--- src/include/bsfc_pkg.sv ---
// package for the boot sector flash host controller
package bsfc_pkg;

	// ------------------------------------------------------------
	// avalon register map (word index times four)
	// ------------------------------------------------------------
	localparam logic [3:0] REG_CTRL = 4'h0;
	localparam logic [3:0] REG_ADDR = 4'h4;
	localparam logic [3:0] REG_WDATA = 4'h8;
	localparam logic [3:0] REG_RDATA = 4'hc;
	localparam logic [3:0] REG_STATUS = 4'h0;

	// ------------------------------------------------------------
	// control word field positions
	// ------------------------------------------------------------
	localparam int CTRL_GO = 0;
	localparam int CTRL_OP_LSB = 1;
	localparam int CTRL_BYTE = 4;
	localparam int CTRL_WP = 5;
	localparam int CTRL_ACC = 6;
	localparam int CTRL_BYPASS = 7;
	localparam int CTRL_RESET = 8;
	localparam int CTRL_HV = 9;

	// ------------------------------------------------------------
	// reset values
	// ------------------------------------------------------------
	localparam logic [9:0] CTRL_RST = 10'h020;

	// ------------------------------------------------------------
	// pin timing in ns and cycle counts at 100 MHz
	// ------------------------------------------------------------
	localparam int CLK_NS = 10;
	localparam int ACCESS_NS = 90;
	localparam int STROBE_NS = 50;
	localparam int RESET_NS = 500;
	localparam int ACCESS_CYC = (ACCESS_NS + CLK_NS - 1) / CLK_NS;
	localparam int STROBE_CYC = (STROBE_NS + CLK_NS - 1) / CLK_NS;
	localparam int RESET_CYC = (RESET_NS + CLK_NS - 1) / CLK_NS;

	// ------------------------------------------------------------
	// unlock command patterns, word-mode addresses
	// ------------------------------------------------------------
	localparam logic [21:0] UNLOCK_A1 = 22'h000555;
	localparam logic [21:0] UNLOCK_A2 = 22'h0002aa;
	localparam logic [15:0] UNLOCK_D1 = 16'h00aa;
	localparam logic [15:0] UNLOCK_D2 = 16'h0055;
	localparam logic [15:0] CMD_PROG = 16'h00a0;
	localparam logic [15:0] CMD_ERASE = 16'h0080;
	localparam logic [15:0] CMD_SECTOR = 16'h0030;
	localparam logic [15:0] CMD_CHIP = 16'h0010;
	localparam logic [15:0] CMD_RESET = 16'h00f0;
	localparam logic [15:0] CMD_BYPASS = 16'h0020;
	localparam logic [15:0] CMD_BYP_EXIT1 = 16'h0090;
	localparam logic [15:0] CMD_BYP_EXIT2 = 16'h0000;
	localparam logic [15:0] CMD_SUSPEND = 16'h00b0;
	localparam logic [15:0] CMD_RESUME = 16'h0030;
	localparam logic [15:0] CMD_AUTOSEL = 16'h0090;

	// operation codes written by software
	typedef enum logic [2:0] {
		BSFC_OP_READ, BSFC_OP_WRITE, BSFC_OP_PROG, BSFC_OP_SECT_ERASE,
		BSFC_OP_CHIP_ERASE, BSFC_OP_SUSPEND, BSFC_OP_RESUME, BSFC_OP_AUTOSEL
	} bsfc_op_e;

	// flash pin bundle driven by the host
	typedef struct packed {
		logic ce_n;
		logic we_n;
		logic oe_n;
		logic reset_n;
		logic byte_n;
	} bsfc_ctl_s;

	// one bus cycle towards the flash
	typedef struct packed {
		logic wr;
		logic [21:0] addr;
		logic [15:0] data;
	} bsfc_cyc_s;

endpackage

--- src/rtl/bsfc_host.sv ---
// host controller driving a parallel boot sector nor flash
//
// Overview of operation
// (RL1) hold reset low to abort, return read; the host pulses reset only from idle, so it cannot abort a running operation
// (RL2) drive protect pin low shields outer boots
// (RL3) raise protect pin high voltage for fast program
// (RL4) watch ready/busy until embedded operation ends
// (RL5) protected sectors ignore program and erase
// (RL6) protect via reset pin or high-voltage address
// (RL7) temporary unprotect entered through reset pin
// (RL8) byte-select chooses byte or word organisation
// (RL9) top data pin is lsb address in byte
// (RL10) eight boot plus sixty-three large sectors
// (RL11) device times and verifies its own pulses
// (RL12) status reads: polling, toggle, timeout bits
// (RL13) 256-byte security sector, lockable by customer
// (RL14) data bit 7 shows permanent lock state
// (RL15) security sector limited to 300 erase cycles
// (RL16) separate chip select, write, output gate
// (RL17) commands are plain write cycles, reads normal
// (RL18) device ignores writes under low supply
// (RL19) byte mode floats data pins 8 to 14
// (RL20) write: we,ce low oe high; read: ce,oe low
// (RL21) array read mode after power-up or reset
// (RL22) unlock bypass program needs two cycles only
// (RL23) standard single-supply command set used
// (RL24) busy from last command until algorithm ends
`timescale 1ns/1ns

module bsfc_host #(
	parameter int SEC_LIMIT = 300
) (
	// clock and reset
	input wire logic clock_i,
	input wire logic sys_rst_i,
	input wire logic clk_en_i,
	// avalon-mm slave
	input wire logic [3:0] avs_address_i,
	input wire logic avs_read_i,
	input wire logic avs_write_i,
	input wire logic [31:0] avs_writedata_i,
	output logic [31:0] avs_readdata_o,
	output logic avs_waitrequest_o,
	// flash address and data pins
	output logic [20:0] fl_addr_o,
	output logic [15:0] fl_dq_o,
	output logic [15:0] fl_dq_oe_o,
	input wire logic [15:0] fl_dq_i,
	// flash controls
	output bsfc_pkg::bsfc_ctl_s fl_ctl_o,
	output logic protect_accel_pin_o,
	output logic protect_accel_hv_o,
	output logic programmer_hv_addr_bit_o,
	input wire logic ready_busy_out_i
);

	typedef enum logic [2:0] {S_IDLE, S_SETUP, S_STROBE, S_HOLD, S_POLL, S_RST} bsfc_state_e;

	// ------------------------------------------------------------
	// state
	// ------------------------------------------------------------
	bsfc_state_e state_q;
	logic [9:0] ctrl_q;
	logic [21:0] addr_q;
	logic [15:0] wdata_q, rdata_q;
	logic [2:0] seq_len_q, seq_idx_q;
	logic [7:0] cnt_q;
	logic busy_q, done_q, toggle_err_q, sec_limit_q, prev_tog_q;
	logic [8:0] sec_cycles_q;
	logic [15:0] dq_s1_q, dq_s2_q;
	logic rb_s1_q, rb_s2_q;
	logic [31:0] rd_q;
	logic wait_q;

	// ------------------------------------------------------------
	// helpers
	// ------------------------------------------------------------
	// command addresses are word addresses and byte mode doubles them; a user
	// byte address passes as is, its bit zero going out on the top data pin
	function automatic logic [21:0] pin_addr(input logic [21:0] a, input logic word_mode);
		pin_addr = word_mode ? a : {a[20:0], 1'b0}; // [RL9]
	endfunction

	// cycle n of the command sequence for the current operation
	function automatic bsfc_pkg::bsfc_cyc_s seq_cyc(input logic [2:0] op, input logic byp,
			input logic [2:0] n, input logic [21:0] a, input logic [15:0] d, input logic wm);
		bsfc_pkg::bsfc_cyc_s c;
		logic [21:0] u1, u2;
		u1 = pin_addr(bsfc_pkg::UNLOCK_A1, wm);
		u2 = pin_addr(bsfc_pkg::UNLOCK_A2, wm);
		c = '{wr: 1'b1, addr: u1, data: bsfc_pkg::UNLOCK_D1};
		if (n == 3'd1) begin
			c.addr = u2;
			c.data = bsfc_pkg::UNLOCK_D2;
		end
		case (op)
			3'(bsfc_pkg::BSFC_OP_READ): c = '{wr: 1'b0, addr: a, data: 16'h0000}; // [RL17]
			3'(bsfc_pkg::BSFC_OP_WRITE): c = '{wr: 1'b1, addr: a, data: d};
			3'(bsfc_pkg::BSFC_OP_PROG): begin
				if (byp) begin // [RL22]
					c.addr = a;
					c.data = (n == 3'd0) ? bsfc_pkg::CMD_PROG : d;
				end else if (n == 3'd2) begin
					c.data = bsfc_pkg::CMD_PROG;
				end else if (n == 3'd3) begin
					c.addr = a;
					c.data = d;
				end
			end
			3'(bsfc_pkg::BSFC_OP_SECT_ERASE), 3'(bsfc_pkg::BSFC_OP_CHIP_ERASE): begin
				if (n == 3'd2) begin
					c.data = bsfc_pkg::CMD_ERASE;
				end else if (n == 3'd5) begin
					c.addr = (op == 3'(bsfc_pkg::BSFC_OP_CHIP_ERASE)) ? u1 : a;
					c.data = (op == 3'(bsfc_pkg::BSFC_OP_CHIP_ERASE)) ? bsfc_pkg::CMD_CHIP
						: bsfc_pkg::CMD_SECTOR;
				end else if (n == 3'd4) begin
					c.addr = u2;
					c.data = bsfc_pkg::UNLOCK_D2;
				end
			end
			3'(bsfc_pkg::BSFC_OP_SUSPEND): c = '{wr: 1'b1, addr: a, data: bsfc_pkg::CMD_SUSPEND};
			3'(bsfc_pkg::BSFC_OP_RESUME): c = '{wr: 1'b1, addr: a, data: bsfc_pkg::CMD_RESUME};
			default: if (n == 3'd2) c.data = bsfc_pkg::CMD_AUTOSEL; // [RL23]
		endcase
		return c;
	endfunction

	// number of bus cycles per operation
	function automatic logic [2:0] seq_count(input logic [2:0] op, input logic byp);
		case (op)
			3'(bsfc_pkg::BSFC_OP_PROG): seq_count = byp ? 3'd2 : 3'd4;
			3'(bsfc_pkg::BSFC_OP_SECT_ERASE), 3'(bsfc_pkg::BSFC_OP_CHIP_ERASE): seq_count = 3'd6;
			3'(bsfc_pkg::BSFC_OP_AUTOSEL): seq_count = 3'd3;
			default: seq_count = 3'd1;
		endcase
	endfunction

	logic [2:0] op_w;
	logic byp_w, word_w, embedded_w, bus_rd, bus_wr, go_w;
	bsfc_pkg::bsfc_cyc_s cyc_w;
	logic [21:0] pa_w;
	assign op_w = ctrl_q[bsfc_pkg::CTRL_OP_LSB +: 3];
	// high voltage on the protect pin forces bypass mode in the part
	assign byp_w = ctrl_q[bsfc_pkg::CTRL_BYPASS] | ctrl_q[bsfc_pkg::CTRL_ACC];
	assign word_w = ~ctrl_q[bsfc_pkg::CTRL_BYTE];
	assign embedded_w = (op_w == 3'(bsfc_pkg::BSFC_OP_PROG))
		| (op_w == 3'(bsfc_pkg::BSFC_OP_SECT_ERASE)) | (op_w == 3'(bsfc_pkg::BSFC_OP_CHIP_ERASE));
	assign cyc_w = seq_cyc(op_w, byp_w, seq_idx_q, addr_q, wdata_q, word_w);
	assign pa_w = cyc_w.addr;
	assign bus_rd = avs_read_i & ~avs_write_i;
	assign bus_wr = avs_write_i;
	assign go_w = bus_wr & wait_q & (avs_address_i == bsfc_pkg::REG_CTRL)
		& avs_writedata_i[bsfc_pkg::CTRL_GO] & (state_q == S_IDLE);

	// ------------------------------------------------------------
	// input synchronisers
	// ------------------------------------------------------------
	// pins come from an unclocked part, two flops before use
	always_ff @(posedge clock_i or posedge sys_rst_i) begin
		if (sys_rst_i) begin
			dq_s1_q <= 16'h0000;
			dq_s2_q <= 16'h0000;
			rb_s1_q <= 1'b1;
			rb_s2_q <= 1'b1;
		end else if (clk_en_i) begin
			dq_s1_q <= fl_dq_i;
			dq_s2_q <= dq_s1_q;
			rb_s1_q <= ready_busy_out_i;
			rb_s2_q <= rb_s1_q;
		end
	end

	// ------------------------------------------------------------
	// avalon slave: one wait cycle, then answer
	// ------------------------------------------------------------
	always_ff @(posedge clock_i or posedge sys_rst_i) begin
		if (sys_rst_i) begin
			wait_q <= 1'b0;
			rd_q <= 32'h0000_0000;
		end else if (clk_en_i) begin
			wait_q <= (bus_rd | bus_wr) & ~wait_q;
			if (bus_rd & ~wait_q) begin
				case (avs_address_i)
					bsfc_pkg::REG_STATUS: rd_q <= {17'h0, sec_cycles_q, sec_limit_q, toggle_err_q,
						done_q, busy_q, ~rb_s2_q, (state_q != S_IDLE)};
					bsfc_pkg::REG_ADDR: rd_q <= {10'h0, addr_q};
					bsfc_pkg::REG_WDATA: rd_q <= {16'h0, wdata_q};
					bsfc_pkg::REG_RDATA: rd_q <= {16'h0, rdata_q};
					default: rd_q <= 32'h0000_0000;
				endcase
			end
		end
	end
	assign avs_waitrequest_o = ~wait_q;
	assign avs_readdata_o = rd_q;

	// software registers; control write while busy keeps old op
	always_ff @(posedge clock_i or posedge sys_rst_i) begin
		if (sys_rst_i) begin
			ctrl_q <= bsfc_pkg::CTRL_RST;
			addr_q <= 22'h000000;
			wdata_q <= 16'h0000;
		end else if (clk_en_i && bus_wr && wait_q) begin
			case (avs_address_i)
				bsfc_pkg::REG_CTRL: if (state_q == S_IDLE) ctrl_q <= avs_writedata_i[9:0];
				bsfc_pkg::REG_ADDR: addr_q <= avs_writedata_i[21:0];
				bsfc_pkg::REG_WDATA: wdata_q <= avs_writedata_i[15:0];
				default: ;
			endcase
		end
	end

	// ------------------------------------------------------------
	// sequencer
	// ------------------------------------------------------------
	always_ff @(posedge clock_i or posedge sys_rst_i) begin
		if (sys_rst_i) begin
			state_q <= S_IDLE;
			seq_idx_q <= 3'd0;
			seq_len_q <= 3'd0;
			cnt_q <= 8'h00;
		end else if (clk_en_i) begin
			case (state_q)
				S_IDLE: begin
					seq_idx_q <= 3'd0;
					cnt_q <= 8'h00;
					if (go_w && avs_writedata_i[bsfc_pkg::CTRL_RESET]) begin
						state_q <= S_RST; // [RL1]
					end else if (go_w) begin
						seq_len_q <= seq_count(avs_writedata_i[3:1],
							avs_writedata_i[bsfc_pkg::CTRL_BYPASS] | avs_writedata_i[bsfc_pkg::CTRL_ACC]);
						state_q <= S_SETUP;
					end
				end
				S_SETUP: state_q <= S_STROBE;
				S_STROBE: begin
					cnt_q <= cnt_q + 8'h01;
					// reads wait the access time, writes the pulse width
					if (cnt_q >= 8'(cyc_w.wr ? bsfc_pkg::STROBE_CYC : bsfc_pkg::ACCESS_CYC + 2)) begin
						cnt_q <= 8'h00;
						state_q <= S_HOLD;
					end
				end
				S_HOLD: begin
					if (seq_idx_q + 3'd1 < seq_len_q) begin
						seq_idx_q <= seq_idx_q + 3'd1;
						state_q <= S_SETUP;
					end else begin
						state_q <= embedded_w ? S_POLL : S_IDLE;
					end
				end
				S_POLL: begin
					cnt_q <= (cnt_q == 8'hff) ? cnt_q : cnt_q + 8'h01;
					// device runs its own algorithm; wait for ready [RL11] [RL4] [RL24]
					if (cnt_q > 8'h04 && rb_s2_q) state_q <= S_IDLE;
				end
				S_RST: begin
					cnt_q <= cnt_q + 8'h01;
					if (cnt_q >= 8'(bsfc_pkg::RESET_CYC)) state_q <= S_IDLE; // [RL21]
				end
				default: state_q <= S_IDLE;
			endcase
		end
	end

	// ------------------------------------------------------------
	// result capture and status flags
	// ------------------------------------------------------------
	always_ff @(posedge clock_i or posedge sys_rst_i) begin
		if (sys_rst_i) begin
			rdata_q <= 16'h0000;
			busy_q <= 1'b0;
			done_q <= 1'b0;
			toggle_err_q <= 1'b0;
			prev_tog_q <= 1'b0;
			sec_cycles_q <= 9'h000;
			sec_limit_q <= 1'b0;
		end else if (clk_en_i) begin
			if (state_q == S_HOLD && !cyc_w.wr) begin
				rdata_q <= word_w ? dq_s2_q : {8'h00, dq_s2_q[7:0]}; // [RL19] [RL12] [RL14]
			end
			busy_q <= (state_q == S_POLL);
			if (state_q == S_POLL && rb_s2_q && cnt_q > 8'h04) done_q <= 1'b1;
			else if (go_w) done_q <= 1'b0;
			// sample toggle and timeout bits while the device is busy
			if (state_q == S_POLL) begin
				prev_tog_q <= dq_s2_q[6];
				if (dq_s2_q[5] && prev_tog_q != dq_s2_q[6]) toggle_err_q <= 1'b1; // [RL12]
			end else if (go_w) begin
				toggle_err_q <= 1'b0;
			end
			// count erase cycles on the security sector region [RL15]
			if (go_w && avs_writedata_i[3:1] == 3'(bsfc_pkg::BSFC_OP_SECT_ERASE)
					&& avs_writedata_i[bsfc_pkg::CTRL_HV] && sec_cycles_q != 9'(SEC_LIMIT)) begin
				sec_cycles_q <= sec_cycles_q + 9'h001;
			end
			sec_limit_q <= (sec_cycles_q >= 9'(SEC_LIMIT));
		end
	end

	// ------------------------------------------------------------
	// flash pins, all registered
	// ------------------------------------------------------------
	always_ff @(posedge clock_i or posedge sys_rst_i) begin
		if (sys_rst_i) begin
			fl_ctl_o <= '{ce_n: 1'b1, we_n: 1'b1, oe_n: 1'b1, reset_n: 1'b0, byte_n: 1'b1};
			fl_addr_o <= 21'h000000;
			fl_dq_o <= 16'h0000;
			fl_dq_oe_o <= 16'h0000;
			protect_accel_pin_o <= 1'b1;
			protect_accel_hv_o <= 1'b0;
			programmer_hv_addr_bit_o <= 1'b0;
		end else if (clk_en_i) begin
			fl_ctl_o.byte_n <= word_w; // [RL8]
			fl_ctl_o.reset_n <= (state_q != S_RST) && !(go_w && avs_writedata_i[bsfc_pkg::CTRL_RESET]); // [RL1] [RL7]
			protect_accel_pin_o <= ctrl_q[bsfc_pkg::CTRL_WP]; // [RL2] [RL5]
			protect_accel_hv_o <= ctrl_q[bsfc_pkg::CTRL_ACC] && op_w == 3'(bsfc_pkg::BSFC_OP_PROG); // [RL3]
			programmer_hv_addr_bit_o <= ctrl_q[bsfc_pkg::CTRL_HV]; // [RL6]
			if (!word_w) fl_addr_o <= pa_w[21:1]; // [RL9]
			else fl_addr_o <= pa_w[20:0];
			// strobes: one clock of setup before, one of hold after [RL16] [RL20]
			fl_ctl_o.ce_n <= !(state_q == S_SETUP || state_q == S_STROBE);
			fl_ctl_o.we_n <= !(state_q == S_STROBE && cyc_w.wr); // [RL17]
			fl_ctl_o.oe_n <= !(state_q == S_STROBE && !cyc_w.wr);
			fl_dq_o <= word_w ? cyc_w.data : {pa_w[0], 7'h00, cyc_w.data[7:0]};
			// top pin stays driven in byte mode as the low address
			fl_dq_oe_o <= (state_q == S_SETUP || state_q == S_STROBE || state_q == S_HOLD)
				? (cyc_w.wr ? (word_w ? 16'hffff : 16'h80ff) : (word_w ? 16'h0000 : 16'h8000))
				: 16'h0000;
		end
	end

	// devices ignore writes below the inhibit level; nothing to do here [RL18]
	// sector map and security lock are the device's concern [RL10] [RL13]

endmodule

--- config.mk ---
export PLATFORM = sky130hd
export DESIGN_NAME = bsfc_host
export DESIGN_NICKNAME = d
export VERILOG_FILES = /design/src/include/bsfc_pkg.sv /design/src/rtl/bsfc_host.sv
export SDC_FILE = /design/constraint.sdc
export NUM_CORES = 1
export LEC_CHECK = 0
export BUFFER_PORTS_ARGS = -buffer_cell sky130_fd_sc_hd__buf_4
export CAP_MARGIN = 20
export CORE_MARGIN = 3
export CORE_UTILIZATION = 60
export CTS_BUF_LIST = sky130_fd_sc_hd__clkbuf_4 sky130_fd_sc_hd__clkbuf_8
export DETAILED_ROUTE_END_ITERATION = 12
export PLACE_DENSITY = 0.84
export SLEW_MARGIN = 0
export SYNTH_ARGS = -nofsm -noshare
export SYNTH_HDL_FRONTEND = slang
export SYNTH_SLANG_ARGS = --single-unit
export TNS_END_PERCENT = 5
--- constraint.sdc ---
create_clock -name clock_i -period 11.03 [get_ports clock_i]
set_input_delay 1.103 -clock clock_i [delete_from_list [all_inputs] [get_ports clock_i]]
set_output_delay 1.103 -clock clock_i [all_outputs]
set_load 0.02 [all_outputs]
==> flow_summary.yaml <==
status:
  outcome: "finished, final reports clean"
setup_path:
  crit_chain: "buf_4, buf_4, nand3_1, mux2_2"
  cp-end-kind: "flop"
  crit_type: "primary input to flop"
  crit_cells: 4
  critPathArrivalTime_ns: 3.36
  required_ns: 11.37
  crit_path_frequent_cell: "buf_4"
  ff2ff_path_depth: 9
  critical_path_buf_inv_count: 2
  max_stage_delay_ns: 0.80
  worst_path_max_delay_cell: "nand3_1"
  cp_max_fo: 48
  cpLargestDelayFamily: "buffers and inverters"
  cp-start-kind: "primary input"
placement:
  dp_hpwl_mm: 17.3
  gp_congestion: 0.954
  dp_slack_ns: 7.56
  dp.cells: 1199
  numPortBuffers: 131
power_and_ir_drop:
  power.net_switching_uw: 687
  switching_share: 0.345
  seq_power_share: 0.461
  clockPowerShare: 0.246
  internal_power_uw: 1300
  ir_worst_vdd_mv: 0.114
  pwr_density_cell_mw_per_mm2: 176
  leakage_uw: 0.00525
  combPwrFrac: 0.293
final_layout:
  drive_gt1_frac: 0.289
  nets: 1075
  fin_util: 0.706
  layoutNonFillerInstCount: 1231
  area_growth_syn_to_layout_pct: 14.2
  antenna_cells_inserted: 0
logic_synthesis:
  synth_flop_cell: "dfrtp_1"
  yosys_warnings: 0
  ys_async_sr_fraction: 1.00
  synth_top_area_share: 0.481
  avgSynthCellArea_um2: 10.9
  synth_area_leader_cell: "dfrtp_1"
  ys_ff_latch: 198
  mappedNetlistArea_mm2: 0.00988
  synth_edf_count: 0
  ys_types: 83
  yosysSeqAreaShare: 0.502
  synth_cells: 909
  synth.area.top_cells: "dfrtp_1, mux2_2, nand2_1, a22o_1, o21ai_0"
drt:
  dr.first_iter.drc_count: 723
  ant_nets: 0
  dr.pass1.iters: 5
  wl_per_cell_um: 20.0
  drc: 0
  vias: 7570
  wirelength_mm: 24.7
  vias_per_cell: 6.15
grt:
  grt_pass1_wl_mm: 39.4
  grt_max_degree: 135
  antenna_found_initial: 0
  globalRouteOverflowTotal: 0
  grt_pass1_vias: 7437
  grtUsageTotal: 0.277
sta:
  holdWs_ns: 0.488
  setup_violations: 0
  max_freq_mhz: 332
  max_slew_margin: 0.342
  rsz0062_at_grt: "false"
  skew_ns: 0.0144
  finalHoldViolations: 0
  worst_pin_slew_ns: 0.980
  period_share: 0.273
  setup_tns_ns: 0
  period_minus_slack_ns: 3.01
  drv_slew: 0
  setup_ws_ns: 8.02
floorplanning:
  die_h_um: 134
  start_util: 0.618
  core-area_mm2: 0.0160
  rows: 46
  die_width_um: 134
  pin_count: 152
  fp.dieArea_mm2: 0.0180
cts:
  clock_path_buffers: 2
  h-tree-depth: 4
  cts_tree: "yes"
  cts_hold_buf: 0
  clk_latency_ns: 0.47
  clkSinkCount: 198
  root_buffer: "clkbuf_8"
  numCtsBuffers: 17
  postCtsSetupBuffers: 0
  clk_pin_slew_ns: 0.09
  postCtsResizedCells: 0
hold_path:
  hold_path.class: "flop to flop"
  hold-path-cell-count: 1
run:
  cap_violations: 0
-- per-layer routing --
metal	routed length (um)	global-route usage	vias to the layer above
met1	10600	0.386	3760
met2	11800	0.441	290
met5	0	0	-
met3	1530	0.0521	50
li1	-	-	3470
met4	725	0.0984	0
-- power by group through the flow --
stage	logic (uW)	clock network, uW	registers, uW
final	583	490	917
after global routing	634	519	931
after CTS	578	493	914
after detailed placement	576	0	927
after global placement	563	0	922
after floorplan	388	0	932
-- layout make-up --
| cell class | instances | area (um^2) |
|---|---|---|
| Sequential cell | 198 | 4960 |
| Fill cell | 1213 | 4710 |
| Multi-Input combinational cell | 615 | 4450 |
| Timing Repair Buffer | 144 | 1080 |
| Tap cell | 216 | 270 |
| Clock buffer | 20 | 263 |
| Clock inverter | 11 | 150 |
| Inverter | 27 | 109 |
-- cell families (layout without fill, tap and decap cells) --
group,after synthesis,in the layout,share of synthesized area
DFF,198,198,0.502
muxes,101,101,0.113
xor gates and xnor gates,9,9,0.00798
AOI/OAI and AO/OA,239,239,0.175
and+or+nand+nor,242,242,0.130
other,1,10,0.000379
buffers and inverters,105,202,0.0524
adders and majority gates,14,14,0.0177
-- cells in the final DEF, fill, tap and decap left out, types with 4 or more instances in the layout --
master	netlist	final
a211oi_1	12	12
a21o_1	8	8
a221o_1	4	4
a2111o_1	8	8
o41ai_1	4	4
xnor2_1	8	8
nor2_1	45	45
nand4_1	6	6
and3_1	8	8
a21oi_1	24	24
o21ai_1	4	4
clkbuf_8	0	18
inv_1	27	26
o21ai_0	61	61
o211ai_1	10	10
nor4_1	4	4
nor2b_1	19	18
o21a_1	7	7
dfrtp_1	190	190
buf_4	25	144
mux2i_1	13	13
nand2b_1	10	10
conb_1	1	10
and2_1	5	5
nand3_1	12	12
nand2_1	89	89
dfstp_2	8	8
a31oi_1	6	6
a22o_1	37	37
ha_1	14	14
or3_1	5	5
a221oi_1	15	15
mux2_2	85	85
nor3_1	10	10
-- per-stage QoR --
stage	total power, uW	area (um^2)
global placement	1490	10900
CTS	1990	11300
global route	2080	11300
floorplan	1320	9920
detailed placement	1500	10900
finish	1990	11300
-- cell usage after synthesis, drive strengths merged, types with 3 or more instances --
library cell	n
dfstp	8
o2bb2ai	3
a221o	4
mux2	88
a21o	8
or4	4
o211ai	11
or3	5
dfrtp	190
nor4	5
a211oi	12
o21ai	65
a221oi	15
nand3	12
nand4b	3
nand4	6
xnor2	8
ha	14
nor2b	19
a2111o	8
a21boi	6
nor3	13
and2	5
buf	47
nor2	46
nand2	89
clkbuf	31
nor4b	4
o21a	7
a21oi	25
a22o	37
inv	27
o41ai	4
o21bai	3
mux2i	13
a31oi	6
nand2b	10
and3	8
nor3b	4
-- flip-flops by register name, indices dropped and copies added (netlist names), 3 cells and up --
name	flops
seq_idx_q	3
fl_dq_oe_o	3
fl_dq_o	16
wdata_q	16
addr_q	22
state_q	3
sec_cycles_q	9
ctrl_q	8
dq_s1_q	16
seq_len_q	3
rdata_q	16
avs_readdata_o	22
cnt_q	8
fl_ctl_o	5
dq_s2_q	16
fl_addr_o	21
-- path summary, 6_finish.rpt --
path | startpoint | end | slack (ns)
max | clk_en_i | rdata_q[0] | 8.02
max reg2reg | seq_idx_q[1] | fl_addr_o[3] | 8.07
max in group asynchronous | sys_rst_i | fl_dq_o[11] | 8.83
min | busy_q | busy_q | 0.49
min in group asynchronous | sys_rst_i | cnt_q[6] | 0.84
min reg2reg | busy_q | busy_q | 0.49
No activity file was read; power rests on OpenSTA's default activity.
